--- src/buck_pkg.sv ---
// constants, command codes and strap tables for the buck control block
package buck_pkg;
	// command codes seen on the command port
	localparam logic [7:0] CMD_VOUT = 8'h21;
	localparam logic [7:0] CMD_PERIOD = 8'h33;
	localparam logic [7:0] CMD_OC_LIMIT = 8'h46;
	localparam logic [7:0] CMD_OC_RESP = 8'h47;
	localparam logic [7:0] CMD_MODE = 8'hc8;
	localparam logic [7:0] CMD_BASE = 8'hd0;
	localparam logic [7:0] CMD_STATUS = 8'hd1;
	// vendor mode fields
	localparam int MODE_PRESET_DIS_BIT = 0;
	localparam int MODE_SYNC_EN_BIT = 1;
	localparam logic [7:0] MODE_RESET = 8'h00;
	// current limit in amps
	localparam logic [4:0] OC_LIMIT_MIN = 5'h01;
	localparam logic [4:0] OC_LIMIT_RESET = 5'h14;
	localparam logic [8:0] OC130_NUM = 9'h00d;
	localparam logic [8:0] OC130_DEN = 9'h00a;
	// response field layout: delay in ms low, action above
	localparam int RESP_DLY_LSB = 0;
	localparam int RESP_DLY_W = 4;
	localparam int RESP_ACT_LSB = 4;
	localparam logic [3:0] OC_DELAY_MAX_MS = 4'ha;
	localparam logic [7:0] OC_RESP_RESET = 8'h20;
	// fault actions
	typedef enum logic [1:0] {
		ACT_IGNORE = 2'b00,
		ACT_IGNORE_UNDERVOLTAGE_LOCKOUT = 2'b01,
		ACT_HICCUP = 2'b10,
		ACT_LATCH = 2'b11
	} oc_action_t;
	// protection states
	typedef enum logic [1:0] {
		ST_RUN = 2'b00,
		ST_HICCUP = 2'b01,
		ST_LATCHED = 2'b10
	} prot_state_t;
	// switching period in clock cycles
	localparam logic [15:0] PERIOD_RESET = 16'h01a0;
	localparam logic [15:0] PERIOD_MIN = 16'h0071;
	// status bits
	localparam int STAT_LIMITING = 0;
	localparam int STAT_HICCUP = 1;
	localparam int STAT_LATCHED = 2;
	localparam int STAT_OC130 = 3;
	localparam int STAT_STRAPS = 4;
	// strap decode
	localparam logic [3:0] STRAP_SHORT = 4'h0;
	localparam logic [3:0] STRAP_OPEN = 4'hf;
	localparam logic [6:0] ADDR_FIXED = 7'h0f;
	localparam logic [6:0] BASE_DEFAULT = 7'h40;
	localparam logic [12:0] VOUT_DEFAULT_MV = 13'h0258;
	// timing
	localparam int CLK_MHZ = 250;
	localparam int US_PER_MS = 1000;
	localparam int HICCUP_MS = 1000;
	// preset target in millivolts per strap bin
	function automatic logic [12:0] vout_strap_pin_mv(input logic [3:0] bin);
		case (bin)
			4'h0: vout_strap_pin_mv = 13'h0258;
			4'h1: vout_strap_pin_mv = 13'h0258;
			4'h2: vout_strap_pin_mv = 13'h0384;
			4'h3: vout_strap_pin_mv = 13'h03b6;
			4'h4: vout_strap_pin_mv = 13'h03e8;
			4'h5: vout_strap_pin_mv = 13'h041a;
			4'h6: vout_strap_pin_mv = 13'h04b0;
			4'h7: vout_strap_pin_mv = 13'h04e2;
			4'h8: vout_strap_pin_mv = 13'h05dc;
			4'h9: vout_strap_pin_mv = 13'h0708;
			4'ha: vout_strap_pin_mv = 13'h0834;
			4'hb: vout_strap_pin_mv = 13'h09c4;
			4'hc: vout_strap_pin_mv = 13'h0ce4;
			4'hd: vout_strap_pin_mv = 13'h1388;
			default: vout_strap_pin_mv = 13'h0320;
		endcase
	endfunction
endpackage

--- src/buck_ctrl.sv ---
// strap decode, switching cycle sequencer and peak overcurrent protection
`timescale 1ns/1ns
module buck_ctrl #(
	parameter int MS_CYCLES = buck_pkg::CLK_MHZ * buck_pkg::US_PER_MS,
	parameter int HICCUP_CYCLES = buck_pkg::HICCUP_MS * MS_CYCLES,
	parameter logic [6:0] BASE_NVM = buck_pkg::BASE_DEFAULT
) (
	// clock and reset
	input wire logic clock,
	input wire logic rst_n,
	input wire logic clk_en,
	// resistor strap bins from the strap converters
	input wire logic [3:0] addr_strap_bin,
	input wire logic [3:0] vout_strap_pin,
	// command port from the bus front end
	input wire logic cmd_wr,
	input wire logic cmd_rd,
	input wire logic [7:0] cmd_code,
	input wire logic [15:0] cmd_wdata,
	output logic [15:0] cmd_rdata_ff,
	output logic cmd_rvalid_ff,
	// analog comparators and enable
	input wire logic converter_en,
	input wire logic vout_above_300mv,
	input wire logic ramp_trip,
	input wire logic oc_trip,
	input wire logic oc130_trip,
	input wire logic sync_clk,
	// power stage and analog settings
	output logic hs_on_ff,
	output logic ls_on_ff,
	output logic ramp_start_ff,
	output logic [4:0] oc_limit_amps_ff,
	output logic [5:0] oc130_amps_ff,
	output logic [12:0] vout_target_mv_ff,
	output logic [6:0] slave_addr_ff,
	output logic undervoltage_lockout_enable_ff,
	output logic hiccup_ff,
	output logic latched_ff
);
	import buck_pkg::*;

	// register group state
	logic [7:0] mode_ff, nxt_mode;
	logic [7:0] oc_resp_ff, nxt_oc_resp;
	logic [4:0] nxt_oc_limit;
	logic [5:0] nxt_oc130;
	logic [15:0] period_ff, nxt_period;
	logic [12:0] vout_host_ff, nxt_vout_host;
	logic vout_written_ff, nxt_vout_written;
	logic [6:0] base_ff, nxt_base;
	logic [15:0] nxt_rdata;
	logic nxt_rvalid;
	logic oc130_seen_ff, nxt_oc130_seen;
	// strap group state
	logic straps_done_ff, nxt_straps_done;
	logic [3:0] addr_bin_ff, nxt_addr_bin;
	logic [3:0] vout_strap_pin_bin_ff, nxt_vout_strap_pin_bin;
	logic [6:0] nxt_slave_addr;
	logic [12:0] nxt_vout_target;
	// switching group state
	logic [15:0] cnt_ff, nxt_cnt;
	logic sync_prev_ff, nxt_sync_prev;
	logic hs_block_ff, nxt_hs_block;
	logic lim_seen_ff, nxt_lim_seen;
	logic limiting_ff, nxt_limiting;
	logic nxt_hs, nxt_ls, nxt_ramp_start;
	logic period_start;
	logic run_ok;
	// protection group state
	prot_state_t state_ff, nxt_state;
	logic [31:0] oc_timer_ff, nxt_oc_timer;
	logic [31:0] hic_cnt_ff, nxt_hic_cnt;
	logic [31:0] oc_delay_cycles;
	logic nxt_undervoltage_lockout, nxt_hiccup, nxt_latched;
	oc_action_t act;

	assign act = oc_action_t'(oc_resp_ff[RESP_ACT_LSB +: 2]);
	assign oc_delay_cycles = 32'(oc_resp_ff[RESP_DLY_LSB +: RESP_DLY_W]) * 32'(MS_CYCLES);
	assign run_ok = (state_ff == ST_RUN) && converter_en;

	// host commands: limit, delay and period writes clamp to the legal range, reads answer next cycle
	always_comb begin
		nxt_mode = mode_ff;
		nxt_oc_resp = oc_resp_ff;
		nxt_oc_limit = oc_limit_amps_ff;
		nxt_period = period_ff;
		nxt_vout_host = vout_host_ff;
		nxt_vout_written = vout_written_ff;
		nxt_base = base_ff;
		nxt_rdata = cmd_rdata_ff;
		nxt_rvalid = 1'b0;
		nxt_oc130_seen = oc130_seen_ff | oc130_trip;
		if (cmd_wr) begin
			case (cmd_code)
				CMD_MODE: nxt_mode = cmd_wdata[7:0];
				CMD_OC_LIMIT: begin
					// zero is below range, so it becomes the lowest limit
					nxt_oc_limit = (cmd_wdata[4:0] < OC_LIMIT_MIN) ? OC_LIMIT_MIN : cmd_wdata[4:0];
				end
				CMD_OC_RESP: begin
					nxt_oc_resp = cmd_wdata[7:0];
					if (cmd_wdata[RESP_DLY_LSB +: RESP_DLY_W] > OC_DELAY_MAX_MS) begin
						nxt_oc_resp[RESP_DLY_LSB +: RESP_DLY_W] = OC_DELAY_MAX_MS;
					end
				end
				CMD_PERIOD: nxt_period = (cmd_wdata < PERIOD_MIN) ? PERIOD_MIN : cmd_wdata;
				CMD_VOUT: begin
					nxt_vout_host = cmd_wdata[12:0];
					nxt_vout_written = 1'b1;
				end
				CMD_BASE: nxt_base = cmd_wdata[6:0];
				CMD_STATUS: begin
					// write-one-to-clear, a fresh trip in the same cycle wins
					if (cmd_wdata[STAT_OC130] && !oc130_trip) begin
						nxt_oc130_seen = 1'b0;
					end
				end
				default: begin
				end
			endcase
		end
		if (cmd_rd) begin
			nxt_rvalid = 1'b1;
			case (cmd_code)
				CMD_MODE: nxt_rdata = {8'h00, mode_ff};
				CMD_OC_LIMIT: nxt_rdata = {11'h000, oc_limit_amps_ff};
				CMD_OC_RESP: nxt_rdata = {8'h00, oc_resp_ff};
				CMD_PERIOD: nxt_rdata = period_ff;
				CMD_VOUT: nxt_rdata = {3'h0, vout_target_mv_ff};
				CMD_BASE: nxt_rdata = {9'h000, base_ff};
				CMD_STATUS: begin
					nxt_rdata = 16'h0000;
					nxt_rdata[STAT_LIMITING] = limiting_ff;
					nxt_rdata[STAT_HICCUP] = hiccup_ff;
					nxt_rdata[STAT_LATCHED] = latched_ff;
					nxt_rdata[STAT_OC130] = oc130_seen_ff;
					nxt_rdata[STAT_STRAPS] = straps_done_ff;
				end
				default: nxt_rdata = 16'h0000;
			endcase
		end
		// second threshold tracks the programmed limit
		nxt_oc130 = 6'(nxt_oc_limit_scaled(nxt_oc_limit));
	end

	// 130% of the limit, rounded down to whole amps
	function automatic logic [8:0] nxt_oc_limit_scaled(input logic [4:0] lim);
		nxt_oc_limit_scaled = 9'({4'h0, lim} * OC130_NUM) / OC130_DEN;
	endfunction

	always_ff @(posedge clock or negedge rst_n) begin
		if (!rst_n) begin
			mode_ff <= MODE_RESET;
			oc_resp_ff <= OC_RESP_RESET;
			oc_limit_amps_ff <= OC_LIMIT_RESET;
			oc130_amps_ff <= 6'h00;
			period_ff <= PERIOD_RESET;
			vout_host_ff <= VOUT_DEFAULT_MV;
			vout_written_ff <= 1'b0;
			base_ff <= BASE_NVM;
			cmd_rdata_ff <= 16'h0000;
			cmd_rvalid_ff <= 1'b0;
			oc130_seen_ff <= 1'b0;
		end else if (clk_en) begin
			mode_ff <= nxt_mode;
			oc_resp_ff <= nxt_oc_resp;
			oc_limit_amps_ff <= nxt_oc_limit;
			oc130_amps_ff <= nxt_oc130;
			period_ff <= nxt_period;
			vout_host_ff <= nxt_vout_host;
			vout_written_ff <= nxt_vout_written;
			base_ff <= nxt_base;
			cmd_rdata_ff <= nxt_rdata;
			cmd_rvalid_ff <= nxt_rvalid;
			oc130_seen_ff <= nxt_oc130_seen;
		end
	end

	// straps caught once on the first enabled edge after release, then frozen
	always_comb begin
		nxt_straps_done = 1'b1;
		nxt_addr_bin = addr_bin_ff;
		nxt_vout_strap_pin_bin = vout_strap_pin_bin_ff;
		if (!straps_done_ff) begin
			nxt_addr_bin = addr_strap_bin;
			nxt_vout_strap_pin_bin = vout_strap_pin;
		end
		// short or open strap cannot be told from a fault, so use the fixed address
		if (addr_bin_ff == STRAP_SHORT || addr_bin_ff == STRAP_OPEN) begin
			nxt_slave_addr = ADDR_FIXED;
		end else begin
			nxt_slave_addr = base_ff + {3'h0, addr_bin_ff - 4'h1};
		end
		if (vout_written_ff || mode_ff[MODE_PRESET_DIS_BIT]) begin
			nxt_vout_target = vout_host_ff;
		end else begin
			nxt_vout_target = vout_strap_pin_mv(vout_strap_pin_bin_ff);
		end
	end

	always_ff @(posedge clock or negedge rst_n) begin
		if (!rst_n) begin
			straps_done_ff <= 1'b0;
			addr_bin_ff <= STRAP_SHORT;
			vout_strap_pin_bin_ff <= STRAP_SHORT;
			slave_addr_ff <= ADDR_FIXED;
			vout_target_mv_ff <= VOUT_DEFAULT_MV;
		end else if (clk_en) begin
			straps_done_ff <= nxt_straps_done;
			addr_bin_ff <= nxt_addr_bin;
			vout_strap_pin_bin_ff <= nxt_vout_strap_pin_bin;
			slave_addr_ff <= nxt_slave_addr;
			vout_target_mv_ff <= nxt_vout_target;
		end
	end

	// period start on counter wrap, or on a sync rising edge when the mode sync enable bit is set
	assign period_start = (cnt_ff >= period_ff - 16'h0001) ||
		(mode_ff[MODE_SYNC_EN_BIT] && sync_clk && !sync_prev_ff);

	// switching cycle sequencer
	always_comb begin
		nxt_cnt = cnt_ff + 16'h0001;
		nxt_sync_prev = sync_clk;
		nxt_hs = hs_on_ff;
		nxt_ls = ls_on_ff;
		nxt_hs_block = hs_block_ff;
		nxt_lim_seen = lim_seen_ff | oc_trip;
		nxt_limiting = limiting_ff;
		nxt_ramp_start = 1'b0;
		if (period_start) begin
			nxt_cnt = 16'h0000;
			nxt_hs = run_ok;
			nxt_ls = 1'b0;
			nxt_ramp_start = run_ok;
			nxt_hs_block = 1'b0;
			// a clean cycle ends the limiting run
			nxt_limiting = lim_seen_ff | oc_trip;
			nxt_lim_seen = 1'b0;
		end else if (oc_trip || hs_block_ff) begin
			nxt_hs = 1'b0;
			nxt_hs_block = 1'b1;
			nxt_ls = run_ok && vout_above_300mv;
		end else if (ramp_trip && hs_on_ff) begin
			nxt_hs = 1'b0;
			nxt_ls = run_ok && vout_above_300mv;
		end
		// faults override everything at once; low output only forces the low side off
		if (!run_ok || oc130_trip) begin
			nxt_hs = 1'b0;
			nxt_ls = 1'b0;
			nxt_ramp_start = 1'b0;
		end else if (!vout_above_300mv) begin
			nxt_ls = 1'b0;
		end
	end

	always_ff @(posedge clock or negedge rst_n) begin
		if (!rst_n) begin
			cnt_ff <= 16'h0000;
			sync_prev_ff <= 1'b0;
			hs_on_ff <= 1'b0;
			ls_on_ff <= 1'b0;
			ramp_start_ff <= 1'b0;
			hs_block_ff <= 1'b0;
			lim_seen_ff <= 1'b0;
			limiting_ff <= 1'b0;
		end else if (clk_en) begin
			cnt_ff <= nxt_cnt;
			sync_prev_ff <= nxt_sync_prev;
			hs_on_ff <= nxt_hs;
			ls_on_ff <= nxt_ls;
			ramp_start_ff <= nxt_ramp_start;
			hs_block_ff <= nxt_hs_block;
			lim_seen_ff <= nxt_lim_seen;
			limiting_ff <= nxt_limiting;
		end
	end

	// protection: duration timer, hiccup wait, latch-off until reset
	always_comb begin
		nxt_state = state_ff;
		nxt_oc_timer = oc_timer_ff;
		nxt_hic_cnt = hic_cnt_ff;
		if (limiting_ff && state_ff == ST_RUN) begin
			if (oc_timer_ff != 32'hffffffff) begin
				nxt_oc_timer = oc_timer_ff + 32'h00000001;
			end
		end else begin
			nxt_oc_timer = 32'h00000000;
		end
		case (state_ff)
			ST_RUN: begin
				nxt_hic_cnt = 32'h00000000;
				if (oc130_trip) begin
					nxt_state = (act == ACT_LATCH) ? ST_LATCHED : ST_HICCUP;
				end else if (limiting_ff && oc_timer_ff >= oc_delay_cycles) begin
					// ignore responses keep running under cycle limit
					if (act == ACT_LATCH) begin
						nxt_state = ST_LATCHED;
					end else if (act == ACT_HICCUP) begin
						nxt_state = ST_HICCUP;
					end
				end
			end
			ST_HICCUP: begin
				nxt_oc_timer = 32'h00000000;
				if (hic_cnt_ff >= 32'(HICCUP_CYCLES) - 32'h00000001) begin
					nxt_state = ST_RUN;
					nxt_hic_cnt = 32'h00000000;
				end else begin
					nxt_hic_cnt = hic_cnt_ff + 32'h00000001;
				end
			end
			ST_LATCHED: nxt_state = ST_LATCHED;
			default: nxt_state = ST_RUN;
		endcase
		nxt_undervoltage_lockout = (act == ACT_IGNORE_UNDERVOLTAGE_LOCKOUT);
		nxt_hiccup = (nxt_state == ST_HICCUP);
		nxt_latched = (nxt_state == ST_LATCHED);
	end

	always_ff @(posedge clock or negedge rst_n) begin
		if (!rst_n) begin
			state_ff <= ST_RUN;
			oc_timer_ff <= 32'h00000000;
			hic_cnt_ff <= 32'h00000000;
			undervoltage_lockout_enable_ff <= 1'b0;
			hiccup_ff <= 1'b0;
			latched_ff <= 1'b0;
		end else if (clk_en) begin
			state_ff <= nxt_state;
			oc_timer_ff <= nxt_oc_timer;
			hic_cnt_ff <= nxt_hic_cnt;
			undervoltage_lockout_enable_ff <= nxt_undervoltage_lockout;
			hiccup_ff <= nxt_hiccup;
			latched_ff <= nxt_latched;
		end
	end
endmodule

--- config.mk ---
export PLATFORM = sky130hd
export DESIGN_NAME = buck_ctrl
export DESIGN_NICKNAME = d
export VERILOG_FILES = /design/src/buck_pkg.sv /design/src/buck_ctrl.sv
export SDC_FILE = /design/constraint.sdc
export NUM_CORES = 1
export LEC_CHECK = 0
export ABC_AREA = 1
export BUFFER_PORTS_ARGS = -buffer_cell sky130_fd_sc_hd__buf_2
export CAP_MARGIN = 10
export CORE_ASPECT_RATIO = 0.8
export CORE_UTILIZATION = 40
export DETAILED_ROUTE_END_ITERATION = 8
export PLACE_DENSITY = 0.64
export SYNTH_ARGS = -nofsm -noshare
export SYNTH_HDL_FRONTEND = slang
export SYNTH_SLANG_ARGS = --single-unit
--- constraint.sdc ---
create_clock -name clock -period 6.1 [get_ports clock]
set_input_delay 0 -clock clock [delete_from_list [all_inputs] [get_ports clock]]
set_output_delay 0 -clock clock [all_outputs]
set_load 0.05 [all_outputs]
# Word level (Yosys, flattened, before mapping)

Memories as Yosys holds them, arrays and structs flattened.
Index checks and enable logic that the tools add are counted.

Memories: 1
Memory bits (writable): 0
Output and inout bits: 54
Register bits after elaboration: 203
Logic and storage cells: 140
Memory bits (read-only): 192
Input port bits: 43
Latch bits: 0

Multiply operators: 2
Reductions and logical operators: 34
Div/mod/pow operators: 1
Bitwise operators: 3
Shift-type cells: 0
Equality and inequality tests: 18
Multiplexer cells: 39
Add/subtract/negate cells: 6
Magnitude comparators: 6

Memory list:

| memory           | depth | width | rd ports | clocked after Yosys merged registers in | wr ports | RTL line       | source |
|---|---|---|---|---|---|---|---|
| (name not given) | 16    | 12    | 1        | 0                                       | 0        | buck_pkg.sv:60 | `case (bin)` |

Operator list:

| cell                  | number |
|---|---|
| $mux 32               | 4 |
| $pmux 16 s7           | 1 |
| $add 32x1->32 const B | 2 |
| $pmux 32 s2           | 1 |
| $ge 32x22->1          | 1 |
| $ge 32x28->1 const B  | 1 |
| $mux 16               | 2 |
| $ne 32x32->1 const B  | 1 |
| $eq 8x8->1 const B    | 3 |
| $mul 4x14->18 const B | 1 |
| $mux 1                | 18 |
| $add 16x1->16 const B | 1 |
| $eq 8x6->1 const B    | 2 |
| $eq 8x7->1 const B    | 2 |
| $ge 16x16->1          | 1 |
| $lt 16x7->1 const B   | 1 |
| $reduce_and 2->1      | 8 |
| $sub 16x1->16 const B | 1 |
| $mux 5                | 3 |
| $reduce_and 3->1      | 5 |
| $mux 13               | 1 |
| $mux 2                | 6 |
| $div 9x4->9 const B   | 1 |
| $mul 5x4->9 const B   | 1 |
| other kinds (21)      | 41 |

# Depth between registers and ports, before layout

Gate-level depths: netlist (run 1).

Word-level depth: 8
Depth in mapped cells: 44
Mapped depth without buffers: 44

# Least setup slack after synthesis (run 1)

No wires, ideal clock.

Path type: input -> register
From: in cmd_code[5]
To: reg oc130_amps_ff[0]
Data required time: 5.981 ns
Stages on the path: 35
Arrival: 4.164 ns
Slack: 1.817 ns
Cell sequence: nor2_1 > nand2_1 > nor2_1 > inv_1 > nor4_1 > nand2_1 > o21ai_0 > ha_1 > inv_1 > fa_1 > fa_1 > nand3b_1 > nand2_1 > nand2_1 > nand2_1 > nand2_1 > inv_2 > nand2_2 > a21o_2 > nand2_2 > nand2_2 > nand2_4 > nand2_4 > nand2_2 > nand3_2 > nand2_4 > nand2_2 > nand2_2 > nand2_2 > inv_1 > nand2_2 > nand2_1 > nor2_1 > nor2_1 > nor2_1

Cells in the longest elaborated chain, start to end: 5

RTL lines:

| what                      | RTL line         | source |
|---|---|---|
| start: declaration        | buck_ctrl.sv:18  | `input wire logic [7:0] cmd_code,` |
| $eq 8x7->1                | buck_ctrl.sv:95  | `case (cmd_code)` |
| $mux 5                    | buck_ctrl.sv:95  |  |
| $mux 5                    | buck_ctrl.sv:94  | `if (cmd_wr) begin` |
| named net nxt_oc_limit[2] | buck_ctrl.sv:46  | `logic [4:0] nxt_oc_limit;` |
| $mul 5x4->9               | buck_ctrl.sv:149 | `nxt_oc_limit_scaled = 9'({4'h0, lim} * OC130_NUM) / OC130_DEN;` |
| $div 9x4->9               | buck_ctrl.sv:149 |  |
| end signal: assignment    | buck_ctrl.sv:169 | `oc130_amps_ff <= nxt_oc130;` |
| end: declaration          | buck_ctrl.sv:34  | `output logic [5:0] oc130_amps_ff,` |

The timed path passes the listed nets, and every way through them passes these cells.
A chain may end at the register's enable or synchronous reset.

# Final worst setup path (run 1)

Ends and elaborated chain as after synthesis.

==> results.ini, run 1 <==
[cells_and_area]
num-nets-final=1803
num_antenna_cells=0
seq_area_um2=5100
commonest_non_fill_non_tap_cell_in_the_layout=sky130_fd_sc_hd__nand2_1
growth_of_design_area_from_synthesis_to_finish_pct=17.3
postLayoutCoreUtil_pct=48.3
n_fill_cell=2933
mostFrequentLayoutCells=288 x sky130_fd_sc_hd__nand2_1, 219 x sky130_fd_sc_hd__inv_1, 184 x sky130_fd_sc_hd__dfrtp_1
drive_gt1_share_pct=11.6
multiInputGateArea_um2=6150

[placement]
hpwlAfterDp_um=23600
place_congestion=0.881
port-buffer-count=96

[worst_setup_path]
worst_ep_arrival_time_ns=5.24
timing.rr.end=hiccup_ff
r2r_start=oc_resp_ff[3]
critical-path-top-cell-by-count=sky130_fd_sc_hd__nand2_1
critPathRequiredTime_ns=6.53
worst-r2r-cell-count=21
path_delay_family=simple AND/OR/NAND/NOR gates
endpoint_kind=flop
reg2reg_setup_slack_ns=1.48
cp_slowest_stage_delay_ns=0.54
crit_type=in -> reg
timing.critical_path.fanout_max=9
critical-path-slowest-cell=sky130_fd_sc_hd__nor4_1
timing.critical_path.buf_inv=7
crit_path_start_kind=primary input

[floorplan]
io_pins=97
design.core.area_um2=29700
chipHeight_um=158
dieWidth_um=198
start_util_pct=41.2
placement_rows=56
floorplan.die_area_um2=31300

[route]
post_drt_wl_per_cell_um=15.6
drt_iter0_drc=800
detail_route.wirelength_um=32600
vias_per_cell=5.21
drt_pre_antenna_iters=5
ant_nets=0
post_route_drc_violation_count=0
vias=10900

[clocking]
clock_path_buffers=3
cts-buffers-inserted=24
clkTransAtPathRegs_ns=0.06
cts_hold_buffers=37
post-cts-setup-buffers=0
clockRootBuffer=sky130_fd_sc_hd__clkbuf_16
tritoncts=built
postCtsResizedCells=0
clock_insertion_delay_worst_skew_ns=0.53
tritoncts_num_sinks=203
htreeDepth=1

[global_routing]
largest_net_degree_at_the_start_of_global_routing=111
grt_pass1_vias=10400
grt_overflow_total=0
grt_first_pass_wirelength_um=53700
grt_usage_pct=21.4
grt_antenna_before_repair=0

[logic_synthesis]
synth_ff_type=sky130_fd_sc_hd__dfrtp_1
synth_top_area_cell=sky130_fd_sc_hd__dfrtp_1
mappedNetlistArea_um2=12200
sequential_cell_area_fraction_in_the_yosys_report_pct=41.7
post-synth-top-area-fraction_pct=37.6
synthCells=1536
postSynthAreaPerCell_um2=7.97
yosysUniqueCellTypes=53
synth.yosys.warnings=0
syn-num-nets=1670
synth-async-reset-ratio_pct=100
count_of_flip_flops_with_a_built_in_enable_after_synthesis=0
ys_ff_latch=203
synth.area.top_cells=sky130_fd_sc_hd__dfrtp_1 38%, sky130_fd_sc_hd__nand2_1 8.8%, sky130_fd_sc_hd__ha_1 8.5%

[timing]
report.final.setup_viol=0
hold_viol_final=0
unrepaired_setup_endpoints_after_global_routing=false
timing.setup.tns_ns=0
tightest_slew_ns=0.958
timing.clock.skew_ns=0.0249
slew_headroom_pct=36.2
final_period_minus_worst_setup_slack_ns=4.82
final_min_period_over_clock_period_pct=78.9
timing.final.max_slew_violations=0
highest_clock_rate_mhz=208

[outcome]
status=complete, no violations

[power]
cellPowerDensity_nw_per_um2=281
worst_ir_drop_vdd_v=0.000278
p_leak_nw=6.98

[worst_hold_path]
hold_path.class=in -> reg
worst_hold_startpoint=clk_en
holdPathStages=4
hold_end=oc_timer_ff[14]

[run]
max-cap-violations=0

==> where the power goes <==
part           internal (W)  leakage [nW]  total [W]  switching (W)
Clock              0.000919         0.399    0.00151       0.000595
Sequential          0.00143          2.54    0.00150      0.0000718
Combinational      0.000330          4.05    0.00103       0.000696
Total               0.00268          6.98    0.00404        0.00136
==> Yosys cell counts (2+ instances only) <==
cell and instances:
sky130_fd_sc_hd__nand2_1 288, sky130_fd_sc_hd__inv_1 219, sky130_fd_sc_hd__dfrtp_1 184, sky130_fd_sc_hd__nor2_1 151, sky130_fd_sc_hd__o21ai_0 117, sky130_fd_sc_hd__ha_1 83, sky130_fd_sc_hd__a21oi_1 75, sky130_fd_sc_hd__nand3_1 72
sky130_fd_sc_hd__nor3_1 51, sky130_fd_sc_hd__xor2_1 34, sky130_fd_sc_hd__clkbuf_1 32, sky130_fd_sc_hd__nand4_1 27, sky130_fd_sc_hd__o22ai_1 20, sky130_fd_sc_hd__dfstp_2 19, sky130_fd_sc_hd__nor4_1 16, sky130_fd_sc_hd__xnor2_1 14
sky130_fd_sc_hd__nand2_2 13, sky130_fd_sc_hd__a31oi_1 8, sky130_fd_sc_hd__fa_1 8, sky130_fd_sc_hd__o31ai_1 8, sky130_fd_sc_hd__nor3b_1 7, sky130_fd_sc_hd__o211ai_1 7, sky130_fd_sc_hd__o21a_1 7, sky130_fd_sc_hd__a211oi_1 6
sky130_fd_sc_hd__a221oi_1 6, sky130_fd_sc_hd__inv_2 6, sky130_fd_sc_hd__a22oi_1 5, sky130_fd_sc_hd__mux2_2 5, sky130_fd_sc_hd__a21o_1 4, sky130_fd_sc_hd__nand2_4 4, sky130_fd_sc_hd__nand3b_1 4, sky130_fd_sc_hd__o221ai_1 4
sky130_fd_sc_hd__and3_1 3, sky130_fd_sc_hd__clkinv_1 3, sky130_fd_sc_hd__a2111oi_0 2, sky130_fd_sc_hd__a221o_1 2, sky130_fd_sc_hd__nand3_2 2, sky130_fd_sc_hd__o22a_1 2, sky130_fd_sc_hd__o311ai_0 2, sky130_fd_sc_hd__or2_2 2
sky130_fd_sc_hd__or3_1 2
==> logic make-up after synthesis <==
group,share of synthesized area [%]
AOI/OAI and AO/OA,13.6
adders and majority gates,9.80
muxes,0.460
buffers and inverters,8.02
DFF,41.7
xor gates and xnor gates,3.44
and+or+nand+nor,23.0
==> per-stage QoR <==
step	hold WS (ns)	instance area, µm²	std cells	power (W)	setup WS, ns
2_1_floorplan	-0.296	12200	1536	0.00226	1.82
3_3_place_gp	0.184	13200	2012	0.00248	1.09
3_5_place_dp	0.190	13200	2012	0.00252	0.787
4_1_cts	0.0616	14400	2092	0.00407	1.34
5_1_grt	0.0954	14400	2092	0.00427	0.542
6_report	0.0943	14400	2092	0.00404	1.28
==> cell type report <==
cell class,instances,area share [%]
Inverter,228,5.96
Clock inverter,12,1.23
Multi-Input combinational cell,1072,42.9
Sequential cell,203,35.6
Tap cell,406,3.54
Timing Repair Buffer,140,6.35
Clock buffer,31,4.51
==> worst register-to-register path, cell delays in order, from the launching register on <==
cell,delay [ns]
sky130_fd_sc_hd__dfrtp_1,0.53
sky130_fd_sc_hd__fa_1,0.63
sky130_fd_sc_hd__inv_1,0.07
sky130_fd_sc_hd__fa_1,0.49
sky130_fd_sc_hd__inv_1,0.04
sky130_fd_sc_hd__ha_1,0.34
sky130_fd_sc_hd__nand2_1,0.06
sky130_fd_sc_hd__o21ai_0,0.29
sky130_fd_sc_hd__nand2_1,0.09
sky130_fd_sc_hd__nand2_1,0.07
sky130_fd_sc_hd__a21oi_1,0.07
sky130_fd_sc_hd__xor2_1,0.17
sky130_fd_sc_hd__ha_1,0.31
sky130_fd_sc_hd__nand3_1,0.09
sky130_fd_sc_hd__or3_1,0.37
sky130_fd_sc_hd__o21ai_0,0.25
sky130_fd_sc_hd__nand2_1,0.10
sky130_fd_sc_hd__o21ai_0,0.21
sky130_fd_sc_hd__nand3_1,0.11
sky130_fd_sc_hd__nand2_1,0.06
sky130_fd_sc_hd__nand2_1,0.05
sky130_fd_sc_hd__o21ai_0,0.10
==> sequential cells by signal (all words and copies together), names as in the netlist, 2 cells and up <==
name                   count
addr_bin_ff                4
base_ff                    7
period_ff                 16
state_ff                   2
mode_ff                    8
cnt_ff                    16
cmd_rdata_ff              16
hic_cnt_ff                32
oc_limit_amps_ff           5
vout_host_ff              13
slave_addr_ff              7
oc130_amps_ff              6
oc_timer_ff               32
oc_resp_ff                 8
vout_target_mv_ff         13
vout_strap_pin_bin_ff      4
==> per-layer routing <==
metal  up-vias  part of all wire, %  track usage, %
met3        44                  6.7            3.73
met2       331                   42            31.9
met1      5140                   49            32.0
met4         0                  2.1            5.32
met5         -                    0               0
li1       5381                    -               -
==> worst max-delay path by stage <==
| stage | start | end | depth (start not counted) |
|---|---|---|---|
| 2_1_floorplan | cmd_code[5] | oc130_amps_ff[0] | 35 |
| 6_report | cmd_code[5] | oc130_amps_ff[0] | 39 |
| 4_1_cts | cmd_code[5] | oc130_amps_ff[0] | 37 |
| 3_5_place_dp | cmd_code[5] | oc130_amps_ff[0] | 37 |
| 3_3_place_gp | cmd_code[5] | oc130_amps_ff[0] | 37 |
| 5_1_grt | cmd_code[5] | oc130_amps_ff[0] | 37 |
No activity file was read; power rests on OpenSTA's default activity.
==> run 2: changes to the inputs <==
--- a/config.mk
+++ b/config.mk
@@ -5,7 +5,7 @@
 export SDC_FILE = /design/constraint.sdc
 export NUM_CORES = 1
 export LEC_CHECK = 0
-export ABC_AREA = 1
+export ABC_AREA = 0
 export BUFFER_PORTS_ARGS = -buffer_cell sky130_fd_sc_hd__buf_2
 export CAP_MARGIN = 10
 export CORE_ASPECT_RATIO = 0.8
==> constraint.sdc (replaced) <==
create_clock -name clock -period 5.01 [get_ports clock]
set_input_delay 0 -clock clock [delete_from_list [all_inputs] [get_ports clock]]
set_output_delay 0 -clock clock [all_outputs]
set_load 0.05 [all_outputs]
==> results.ini, run 2 <==
[logic_synthesis]
syn-num-nets=1428
synth_ff_type=sky130_fd_sc_hd__dfrtp_1
ys_ff_latch=203
post_synth_most_frequent_cells=184 x sky130_fd_sc_hd__dfrtp_1, 145 x sky130_fd_sc_hd__nand2_1, 117 x sky130_fd_sc_hd__nor2_1
yosysUniqueCellTypes=85
mappedNetlistArea_um2=12300
synth-async-reset-ratio_pct=100
sequential_cell_area_fraction_in_the_yosys_report_pct=41.5
count_of_flip_flops_with_a_built_in_enable_after_synthesis=0
yosys.cell_count.top_type=sky130_fd_sc_hd__dfrtp_1
synthCells=1294
synth.yosys.warnings=0
postSynthAreaPerCell_um2=9.50
synth_top_area_cell=sky130_fd_sc_hd__dfrtp_1
synth.area.top_cells=sky130_fd_sc_hd__dfrtp_1 37%, sky130_fd_sc_hd__ha_1 8.4%, sky130_fd_sc_hd__nand2_1 4.4%
post-synth-top-area-fraction_pct=37.4

[clocking]
clock_insertion_delay_worst_skew_ns=0.51
cts-buffers-inserted=23
tritoncts=built
clockRootBuffer=sky130_fd_sc_hd__clkbuf_16
clkTransAtPathRegs_ns=0.06
htreeDepth=1
tritoncts_num_sinks=203
clock_path_buffers=3
postCtsResizedCells=0

[route]
vias_per_cell=5.40
detail_route.wirelength_um=31400
met3WireLength_um=1370
met2RoutedLength_um=13800
post_drt_wl_per_cell_um=17.0
drt_iter0_drc=716
drt_pre_antenna_iters=5
post_route_drc_violation_count=0
routed.top_layer=met4
ant_nets=0
vias=9950
m1WireLength_um=15400

[global_routing]
grt_overflow_total=0
grt_pass1_vias=9729
largest_net_degree_at_the_start_of_global_routing=109
grt_usage_pct=20.6
grt_first_pass_wirelength_um=52300
grt_antenna_before_repair=0

[worst_setup_path]
crit_chain=fa_1 > inv_1 > fa_1 > inv_1 > ha_1 > a21o_1 > a21oi_1 > o21ai_0 > a21oi_1 > xor2_1 > ha_1 > nand3_1 > or4_1 > a21oi_1 > o31a_1 > a21oi_1 > o2bb2ai_1
crit_type=reg -> reg
critPathRequiredTime_ns=5.44
critical-path-top-cell-by-count=sky130_fd_sc_hd__a21oi_1
worst_ep_arrival_time_ns=4.89
timing.critical_path.buf_inv=2
path_delay_family=adder cells
crit_path_start_kind=flop
timing.critical_path.fanout_max=7
cp_slowest_stage_delay_ns=0.57
endpoint_kind=flop
critical-path-slowest-cell=sky130_fd_sc_hd__fa_1

[cells_and_area]
mostFrequentLayoutCells=184 x sky130_fd_sc_hd__dfrtp_1, 145 x sky130_fd_sc_hd__nand2_1, 117 x sky130_fd_sc_hd__nor2_1
seq_area_um2=5100
num-nets-final=1549
growth_of_design_area_from_synthesis_to_finish_pct=16.7
multiInputGateArea_um2=6760
commonest_non_fill_non_tap_cell_in_the_layout=sky130_fd_sc_hd__dfrtp_1
postLayoutCoreUtil_pct=47.3
drive_gt1_share_pct=17.1
reg_top3=hic_cnt_ff (32), oc_timer_ff (32)
n_fill_cell=2860
num_antenna_cells=0

[timing]
timing.final.max_slew_violations=0
tightest_slew_ns=1.18
highest_clock_rate_mhz=225
slew_headroom_pct=20.6
final_worst_path_setup_slack_ns=0.556
hold_viol_final=0
hold-worst-slack_ns=0.0886
timing.clock.skew_ns=0.0110
final_period_minus_worst_setup_slack_ns=4.45
report.final.setup_viol=0
timing.setup.tns_ns=0
unrepaired_setup_endpoints_after_global_routing=false
final_min_period_over_clock_period_pct=88.9

[placement]
hpwlAfterDp_um=22600
pre_cts_ws_ns=0.292
port-buffer-count=96
place_congestion=0.877

[power]
cellPowerDensity_nw_per_um2=374
worst_ir_drop_vdd_v=0.000423
p_leak_nw=6.65

[floorplan]
start_util_pct=40.6
placement_rows=57
dieWidth_um=198
design.core.area_um2=30300
floorplan.die_area_um2=31500
io_pins=97
chipHeight_um=159

[run]
max-cap-violations=0

[worst_hold_path]
hold_path.class=in -> async

[outcome]
status=complete, no violations

[run 2: worst paths after layout]
path | from | endpoint | slack, ns | depth (start not counted)
min reg2reg | cmd_rdata_ff[5] | cmd_rdata_ff[5] | 0.47 | 1
max reg2reg | oc_resp_ff[1] | latched_ff | 0.56 | 17
min in group clock | clk_en | cnt_ff[7] | 0.10 | 2
max | oc_resp_ff[1] | latched_ff | 0.56 | 17
min | rst_n | cnt_ff[13] | 0.09 | 2
max in group asynchronous | rst_n | hic_cnt_ff[14] | 3.85 | 3
[run 2: what timing repair did]
item | 4_1_cts | 5_1_grt
hold buffers | 35 | 0
buffers inserted | 0 | 0
hold endpoints to repair | 146 | 0
[run 2: per-layer routing]
layer,vias to the layer above,global-route usage (%)
li1,4845,-
met5,-,0
met4,0,5.18
met3,52,2.76
met1,4822,30.7
met2,231,31.3
[run 2: per-stage QoR]
| stage | cell area (µm²) | power [W] | std cells |
|---|---|---|---|
| 5_1_grt | 14400 | 0.00567 | 1844 |
| 3_3_place_gp | 13200 | 0.00358 | 1767 |
| 4_1_cts | 14300 | 0.00538 | 1843 |
| 6_report | 14400 | 0.00536 | 1844 |
| 2_1_floorplan | 12300 | 0.00321 | 1294 |
| 3_5_place_dp | 13200 | 0.00363 | 1767 |
[run 2: power breakdown]
part	internal [W]	switching (W)
clock	0.00104	0.000673
sequential	0.00180	0.000176
combinational	0.000624	0.00105
total	0.00347	0.00190
[run 2: logic make-up (layout without fill, tap and decap cells)]
| kind of cell | count (synthesis) | count (layout) | synth area share (%) |
|---|---|---|---|
| xor gates and xnor gates | 86 | 86 | 6.19 |
| AOI/OAI and AO/OA | 313 | 313 | 17.2 |
| and+or+nand+nor | 435 | 435 | 17.2 |
| buffers and inverters | 115 | 252 | 3.59 |
| DFF | 203 | 203 | 41.5 |
| muxes | 50 | 50 | 4.51 |
| adders and majority gates | 92 | 92 | 9.83 |
[run 2: area by class of cell]
cell class / instances / share of cell area, %
timing repair buffer: 146 / 6.74
clock buffer: 33 / 4.48
tap: 413 / 3.60
multi-input combinational: 976 / 47.1
inverter: 65 / 1.70
sequential: 203 / 35.6
clock inverter: 8 / 0.802
